--- src/verilog/csr_map.svh ---
// register offsets, field positions and reset values of the charger status bytes
// assumes inclusion by the status register bank and its package users
`ifndef CSR_MAP_SVH
`define CSR_MAP_SVH
`define CSR_ADDR_W 8
`define CSR_OFS_LOOP_TEMP 8'h02
`define CSR_OFS_STATE_DETAIL 8'h03
`define CSR_RESET_BYTE 8'h00
`define CSR_BIT_MIN_SYS 4
`define CSR_BIT_DIE_TEMP 3
`define CSR_BIT_CHARGING 1
`define CSR_BIT_TIMER_SUS 0
`define CSR_ZONE_OFF 3'h0
`define CSR_ZONE_COLD 3'h1
`define CSR_ZONE_COOL 3'h2
`define CSR_ZONE_WARM 3'h3
`define CSR_ZONE_HOT 3'h4
`define CSR_ZONE_NORMAL 3'h5
`define CSR_SUPPLY_UVLO 2'h0
`define CSR_SUPPLY_OVP 2'h1
`define CSR_SUPPLY_DEBOUNCE 2'h2
`define CSR_SUPPLY_OK 2'h3
`endif

--- src/verilog/csr_pkg.sv ---
// types shared by the charger status register bank
// assumes csr_map.svh is on the include path
package csr_pkg;
  typedef enum logic [1:0] {
    CSR_SUP_UVLO = 2'b00,
    CSR_SUP_OVP = 2'b01,
    CSR_SUP_DEBOUNCE = 2'b10,
    CSR_SUP_OK = 2'b11
  } csr_supply_t;
  // raw conditions coming from the charger core
  typedef struct packed {
    logic min_system_loop_active;
    logic die_temp_loop_active;
    logic thermistor_enable;
    logic charger_enable;
    logic [2:0] battery_temp_zone;
    logic [3:0] charger_state_detail;
    logic [1:0] input_supply_detail;
    logic charging_active;
    logic cc_mode;
    logic current_below_20pct;
    logic supplement_mode;
  } csr_core_t;
endpackage

--- src/verilog/csr_status_bank.sv ---
// read-only charger status register bank: two status bytes from live core conditions
// assumes core condition inputs are asynchronous to ref_clk and a simple read/write port
`timescale 1ns/10ps
`include "csr_map.svh"
// Operation
// RULE1: status A bit 5 reserved; written as zero, reads ignored; device returns zero.
// RULE2: status A bit 4 is one while minimum system voltage loop engaged.
// RULE3: status A bit 3 is one while die temperature loop engaged.
// RULE4: software trusts the zone field only when supply detail equals 0b11.
// RULE5: zone codes: off, cold, cool, warm, hot, normal; codes six and seven reserved.
// RULE6: thermistor and charger enabled with cold or hot zone raises temperature fault.
// RULE7: supply detail codes: undervoltage, overvoltage, debouncing, valid.
// RULE8: status B bit 1 is one while charging is in progress.
// RULE9: status B bit 0 set on low CC current, supplement mode, or temperature fault.
// RULE10: all fields read-only, live; writes ignored; reserved zone codes never produced.
module csr_status_bank
  import csr_pkg::*;
#(
  // register offset width; the map fits in eight bits
  parameter int ADDR_W = `CSR_ADDR_W
)
(
  // clock and reset
  input wire logic ref_clk,
  input wire logic reset,
  // register port
  input wire logic rd_en,
  input wire logic wr_en,
  input wire logic [ADDR_W-1:0] addr,
  input wire logic [7:0] wdata,
  output logic [7:0] rdata,
  // core conditions
  input wire csr_core_t core_in,
  // derived fault
  output logic batt_temp_fault
);
  ////////////////////////////////////////////////////////////////////////////
  // core conditions: two synchroniser stages, one more copy, then a coherent hold
  csr_core_t meta_r;
  csr_core_t sync_r;
  csr_core_t stable_r;
  csr_core_t core_r;
  csr_core_t core_nxt;
  // status bytes, read data and fault level
  logic [7:0] stat_a_r;
  logic [7:0] stat_b_r;
  logic [7:0] rdata_r;
  logic fault_r;
  csr_supply_t supply_w;

  // offsets must fit the address and stay decodable
  if (ADDR_W < 2 || ADDR_W > 16)
  begin : addr_w_check
    $error("register offset width out of range");
  end

  ////////////////////////////////////////////////////////////////////////////
  // reserved zone inputs are reported as the normal region
  function automatic logic [2:0] zone_clean(input logic [2:0] z);
    zone_clean = (z > `CSR_ZONE_NORMAL) ? `CSR_ZONE_NORMAL : z;
  endfunction

  function automatic logic zone_faults(input logic [2:0] z);
    zone_faults = (z == `CSR_ZONE_COLD) || (z == `CSR_ZONE_HOT);
  endfunction

  function automatic logic reg_hit(input logic [ADDR_W-1:0] a, input logic [7:0] ofs);
    reg_hit = a == ADDR_W'(ofs);
  endfunction

  ////////////////////////////////////////////////////////////////////////////
  // a word is taken only when two successive samples agree, so a multi-bit
  // code caught mid-change never shows a false zone or a false fault
  wire logic sync_same = sync_r == stable_r;
  assign core_nxt = sync_same ? sync_r : core_r; // [RULE10]

  wire logic [2:0] zone_w = core_r.thermistor_enable ?
    zone_clean(core_r.battery_temp_zone) : `CSR_ZONE_OFF; // [RULE5] [RULE10]
  wire logic fault_nxt = core_r.thermistor_enable && core_r.charger_enable
    && zone_faults(zone_w); // [RULE6]
  wire logic low_cc_w = core_r.cc_mode && core_r.current_below_20pct;
  wire logic sus_nxt = low_cc_w || core_r.supplement_mode || fault_nxt; // [RULE9]
  assign supply_w = csr_supply_t'(core_r.input_supply_detail); // [RULE7]
  wire logic [7:0] stat_a_nxt = {3'h0, core_r.min_system_loop_active,
    core_r.die_temp_loop_active, zone_w}; // [RULE1] [RULE2] [RULE3]
  wire logic [7:0] stat_b_nxt = {core_r.charger_state_detail, supply_w,
    core_r.charging_active, sus_nxt}; // [RULE7] [RULE8]

  ////////////////////////////////////////////////////////////////////////////
  // writes have no effect on any field
  wire logic sel_a = reg_hit(addr, `CSR_OFS_LOOP_TEMP);
  wire logic sel_b = reg_hit(addr, `CSR_OFS_STATE_DETAIL);
  wire logic [7:0] read_mux = sel_a ? stat_a_r : sel_b ? stat_b_r : 8'h00;
  wire logic [7:0] rdata_nxt = rd_en ? read_mux : rdata_r; // [RULE10]

  ////////////////////////////////////////////////////////////////////////////
  // synchroniser: only sync_r reads meta_r
  always_ff @(posedge ref_clk or posedge reset)
  begin
    if (reset)
    begin
      meta_r <= '0;
      sync_r <= '0;
    end
    else
    begin
      meta_r <= core_in;
      sync_r <= meta_r;
    end
  end

  // coherent hold stage
  always_ff @(posedge ref_clk or posedge reset)
  begin
    if (reset)
    begin
      stable_r <= '0;
      core_r <= '0;
    end
    else
    begin
      stable_r <= sync_r;
      core_r <= core_nxt;
    end
  end

  // status bytes follow the held word every cycle
  always_ff @(posedge ref_clk or posedge reset)
  begin
    if (reset)
    begin
      stat_a_r <= `CSR_RESET_BYTE;
      stat_b_r <= `CSR_RESET_BYTE;
    end
    else
    begin
      stat_a_r <= stat_a_nxt;
      stat_b_r <= stat_b_nxt;
    end
  end

  // read data stands until the next read
  always_ff @(posedge ref_clk or posedge reset)
  begin
    if (reset)
    begin
      rdata_r <= `CSR_RESET_BYTE;
      fault_r <= 1'b0;
    end
    else
    begin
      rdata_r <= rdata_nxt;
      fault_r <= fault_nxt;
    end
  end

  assign rdata = rdata_r;
  assign batt_temp_fault = fault_r;

  ////////////////////////////////////////////////////////////////////////////
  rsvd_zero_a: assert property (@(posedge ref_clk) disable iff (reset) // [RULE1]
    stat_a_r[7:5] == 3'h0) else $error("reserved status bits not zero");
  min_sys_a: assert property (@(posedge ref_clk) disable iff (reset) // [RULE2]
    core_r.min_system_loop_active |=> stat_a_r[`CSR_BIT_MIN_SYS])
    else $error("min system bit not set");
  min_sys_track_a: assert property (@(posedge ref_clk) disable iff (reset) // [RULE2]
    ##1 stat_a_r[`CSR_BIT_MIN_SYS] == $past(core_r.min_system_loop_active))
    else $error("min system bit does not track loop");
  die_temp_a: assert property (@(posedge ref_clk) disable iff (reset) // [RULE3]
    $rose(core_r.die_temp_loop_active) |=> stat_a_r[`CSR_BIT_DIE_TEMP])
    else $error("die temp bit not set");
  zone_legal_a: assert property (@(posedge ref_clk) disable iff (reset) // [RULE10]
    stat_a_r[2:0] <= `CSR_ZONE_NORMAL) else $error("reserved zone code produced");
  zone_off_a: assert property (@(posedge ref_clk) disable iff (reset) // [RULE5]
    !core_r.thermistor_enable |=> stat_a_r[2:0] == `CSR_ZONE_OFF)
    else $error("zone not off with thermistor disabled");
  fault_a: assert property (@(posedge ref_clk) disable iff (reset) // [RULE6]
    fault_nxt |=> batt_temp_fault && stat_b_r[`CSR_BIT_TIMER_SUS])
    else $error("fault not flagged or timer not suspended");
  fault_clear_a: assert property (@(posedge ref_clk) disable iff (reset) // [RULE6]
    !fault_nxt |=> !batt_temp_fault)
    else $error("fault flagged without its condition");
  fault_zone_a: assert property (@(posedge ref_clk) disable iff (reset) // [RULE6]
    batt_temp_fault |-> $past(zone_faults(zone_w)))
    else $error("fault flagged outside cold or hot zone");
  charging_a: assert property (@(posedge ref_clk) disable iff (reset) // [RULE8]
    core_r.charging_active |=> stat_b_r[`CSR_BIT_CHARGING])
    else $error("charging bit not set");
  charging_clear_a: assert property (@(posedge ref_clk) disable iff (reset) // [RULE8]
    !core_r.charging_active |=> !stat_b_r[`CSR_BIT_CHARGING])
    else $error("charging bit set while idle");
  supply_a: assert property (@(posedge ref_clk) disable iff (reset) // [RULE7]
    ##1 stat_b_r[3:2] == $past(core_r.input_supply_detail))
    else $error("supply detail mismatch");
  sus_a: assert property (@(posedge ref_clk) disable iff (reset) // [RULE9]
    (core_r.cc_mode && core_r.current_below_20pct) |=> stat_b_r[`CSR_BIT_TIMER_SUS])
    else $error("timer not suspended on low current");
  sus_supp_a: assert property (@(posedge ref_clk) disable iff (reset) // [RULE9]
    core_r.supplement_mode |=> stat_b_r[`CSR_BIT_TIMER_SUS])
    else $error("timer not suspended in supplement mode");
  detail_a: assert property (@(posedge ref_clk) disable iff (reset) // [RULE10]
    ##1 stat_b_r[7:4] == $past(core_r.charger_state_detail))
    else $error("state detail does not track core");
  coherent_hold_a: assert property (@(posedge ref_clk) disable iff (reset) // [RULE10]
    !sync_same |=> core_r == $past(core_r))
    else $error("core word taken while changing");
  read_a_a: assert property (@(posedge ref_clk) disable iff (reset) // [RULE10]
    rd_en && sel_a |=> rdata == $past(stat_a_r))
    else $error("status a read mismatch");
  read_b_a: assert property (@(posedge ref_clk) disable iff (reset) // [RULE10]
    rd_en && sel_b |=> rdata == $past(stat_b_r))
    else $error("status b read mismatch");
  unmapped_a: assert property (@(posedge ref_clk) disable iff (reset) // [RULE10]
    rd_en && !sel_a && !sel_b |=> rdata == 8'h00)
    else $error("unmapped read not zero");
  write_a: assert property (@(posedge ref_clk) disable iff (reset) // [RULE10]
    wr_en && !rd_en |=> rdata == $past(rdata)) else $error("write disturbed read data");

  // main scenarios
  cov_fault_c: cover property (@(posedge ref_clk) disable iff (reset) batt_temp_fault);
  cov_read_a_c: cover property (@(posedge ref_clk) disable iff (reset) rd_en && sel_a);
  cov_read_b_c: cover property (@(posedge ref_clk) disable iff (reset) rd_en && sel_b);
  cov_supp_c: cover property (@(posedge ref_clk) disable iff (reset)
    core_r.supplement_mode ##1 stat_b_r[0]);
  cov_supply_ok_c: cover property (@(posedge ref_clk) disable iff (reset)
    supply_w == CSR_SUP_OK);
endmodule

--- config.mk ---
export PLATFORM = sky130hd
export DESIGN_NAME = csr_status_bank
export DESIGN_NICKNAME = d
export VERILOG_FILES = /design/src/verilog/csr_pkg.sv /design/src/verilog/csr_status_bank.sv
export VERILOG_INCLUDE_DIRS = /design/src /design/src/verilog
export SDC_FILE = /design/constraint.sdc
export NUM_CORES = 1
export LEC_CHECK = 0
export ABC_AREA = 1
export BUFFER_PORTS_ARGS = -buffer_cell sky130_fd_sc_hd__buf_2
export CAP_MARGIN = 20
export CORE_MARGIN = 2
export CORE_UTILIZATION = 50
export DETAILED_ROUTE_END_ITERATION = 16
export GPL_TIMING_DRIVEN = 0
export PLACE_DENSITY = 0.74
export SYNTH_ARGS = -nofsm -noshare
export SYNTH_HDL_FRONTEND = slang
export SYNTH_SLANG_ARGS = --single-unit
--- constraint.sdc ---
create_clock -name ref_clk -period 2.62 [get_ports ref_clk]
set_input_delay 0.393 -clock ref_clk [delete_from_list [all_inputs] [get_ports ref_clk]]
set_output_delay 0.393 -clock ref_clk [all_outputs]
set_load 0.01 [all_outputs]
==> metrics <==
drt initial violations=75; initial antenna violation count=0; layout cells sized above 1=0.1962; synthesized net count=301; Cell variety after synth=18; Ant. Diodes=0; post-CTS sizing=0; gate count of the mapped netlist=264; Int Pwr=1824 uW; Crit Path Category=reg -> reg; WP data arrival=1810 ps; Ports=46; Final Max Slew Viols=0; reg2reg setup slack=1040 ps; fin crit share=0.6019; setup TNS=0 ps; CTS buffer count=9; Sw Ratio=0.2144; Avg WL per Cell=11.31 um; antenna-violating nets left=0; total global routing overflow=0; final setup skew=5.527 ps; final setup vio count=0; Horiz. Die Dim=82.59 um; first-pass GRT wire length=7.479 mm; Rows=28; fmax=634.1 MHz; top-area cell type share of the netlist area=0.7293; worst hold path class=in -> async; vias in the first global route=1800; Worst EP required=2850 ps; Mapped Avg Cell Area=11.70 um2; Max H-tree Level=3; Psw=497.5 uW; CTS sink count=90; CP endpoint kind=flop; outcome=finished, final reports clean; DRC=0; Leak=0.001917 uW; clk slew on worst S/H paths=80 ps; DR vias/cell=4.703; Nets=350; Worst Path Max Fanout=10; sequential share of power=0.626; synth warn=0; CP Launch Type=flop; worst setup margin=1043 ps; Post-CTS Hold Buffers=0; Max-slew headroom=0.6536; WL final=4.424 mm; Core Box Area=0.005956 mm2; TritonCTS clock tree=built; Port Buf Inserts=36; RSZ-0062 raised after global routing=false; Die Height=82.59 um; Final Hold Fails=0; latest clock arrival within the worst-skew pair=340 ps; Max IR drop VDD=0.4501 mV; die area=0.006820 mm2; sequential share of the synthesized area=0.7293; total track usage=0.1505; pre-CTS worst setup slack=1038 ps; total power=2321 uW; largest net degree at the start of global routing=47; Clock power frac=0.329; clock buffer depth=2; root buffer cell=clkbuf_8; Area Overhead vs Synth=15.40%; Detail Placement HPWL=3.142 mm; FILL cells=486; dominant cell type by area after synthesis=dfrtp_1; Max-Cap Viols=0; Comb pwr share=0.046; worst slew pin tran=517.6 ps; GPL Wtd Cong=0.7280; routed via count=1839; Synth area leaders=dfrtp_1 73%, nand2_1 9.6%, nand4_1 4.7%, inv_1 3.2%, xnor2_1 2.0%; Synth Cell Area=0.003088 mm2; Final min period=1577 ps; FF+latch count, synth=90; PwrDens=651.4 mW/mm2; post-CTS setup buffers=0; Initial Util=0.5185; Detailed Routing Iterations Pass 1=5
## per-layer routing
metal / part of all wire / vias to the layer above / track usage / routed length (um)
met5: 0 / - / 0 / 0
met4: 0.017 / 0 / 0.09016 / 77
met3: 0.052 / 7 / 0.03696 / 229
met2: 0.49 / 47 / 0.2508 / 2181
met1: 0.44 / 845 / 0.1768 / 1935
li1: - / 940 / - / -
## synth_stat cells
| cell | number |
|---|---|
| and3_1 | 1 |
| a32o_1 | 3 |
| nand3_1 | 10 |
| buf_4 | 3 |
| xnor2_1 | 7 |
| nor2_1 | 13 |
| inv_1 | 26 |
| nor2_2 | 1 |
| dfrtp_1 | 90 |
| nand4_1 | 23 |
| a21oi_1 | 1 |
| or2_2 | 1 |
| o21ai_0 | 1 |
| nor2_4 | 2 |
| nand3_4 | 1 |
| nand2_1 | 79 |
| nor3_1 | 1 |
| buf_6 | 1 |
## power groups by stage
stage                     registers, uW  logic (uW)  clock network [uW]
after floorplan                    1470        67.7                   0
after global placement             1480        97.0                   0
after detailed placement           1480         109                   0
after CTS                          1450         110                 797
after global routing               1460         124                 855
final                              1450         106                 763
## per-stage QoR
stage / area [um2] / hold slack [ps] / std cells / util
after global routing: 3563 / 114.0 / 391 / 0.5983
final: 3563 / 92.70 / 391 / 0.5983
after floorplan: 3092 / 331.2 / 264 / -
after global placement: 3366 / 331.0 / 375 / 0.5651
after CTS: 3563 / 87.92 / 391 / 0.5983
after detailed placement: 3406 / 334.7 / 377 / 0.5718
## worst paths after layout
check                           cells past startpoint         from      endpoint
max in group asynchronous                           4        reset     sync_r[7]
worst max register to register                      9    sync_r[7]     core_r[7]
worst min register to register                      0    meta_r[2]     sync_r[2]
worst min-delay path                                3        reset  stable_r[15]
worst max-delay path                                9    sync_r[7]     core_r[7]
min in group ref_clk                                1  core_in[10]    meta_r[10]
## area by class of cell
type / count / area, um2 / share of cell area
plain buffers: 4 / 33.78 / 0.009480
clock buffers: 10 / 137.6 / 0.03862
clock inverters: 4 / 20.02 / 0.005618
inverters: 26 / 101.3 / 0.02844
multi-input cells: 144 / 704.4 / 0.1977
flip-flops and latches: 90 / 2252 / 0.6320
well taps: 75 / 93.84 / 0.02633
repair buffers: 38 / 220.2 / 0.06180
## registers in the layout (all words and copies together), names as in the netlist
| signal | count |
|---|---|
| batt_temp_fault | 1 |
| supply_w | 2 |
| core_r | 15 |
| rdata | 8 |
| stat_b_r | 8 |
| stable_r | 17 |
| meta_r | 17 |
| stat_a_r | 5 |
| sync_r | 17 |
## cells by family after synthesis
group                     share of synthesized area
and+or+nand+nor                              0.1953
DFF                                          0.7293
buffers and inverters                       0.04254
xor gates and xnor gates                    0.01985
AOI/OAI and AO/OA                           0.01296
## worst max-delay path, cell delays in order (launching register included)
cell     delay [ps]
dfrtp_1         420
nor2_1          120
nor2_1           50
nor2_1           90
nand2_1         130
nor2_4          220
nand3_4         150
buf_6           170
nand2_1          60
nand2_1          60
## cell usage in the layout (no fill, tap or decap)
master	count
dfrtp_1	90
nand2_1	79
buf_2	36
inv_1	25
nand4_1	23
nor2_1	13
nand3_1	10
clkbuf_8	10
xnor2_1	7
clkinv_2	4
buf_4	3
a32o_1	3
nor2_4	2
buf_12	2
nor2_2	1
nand3_4	1
buf_6	1
or2_2	1
nor3_1	1
and3_1	1
o21ai_0	1
a21oi_1	1
clkinvlp_4	1
(Power assumes the default switching activity.)
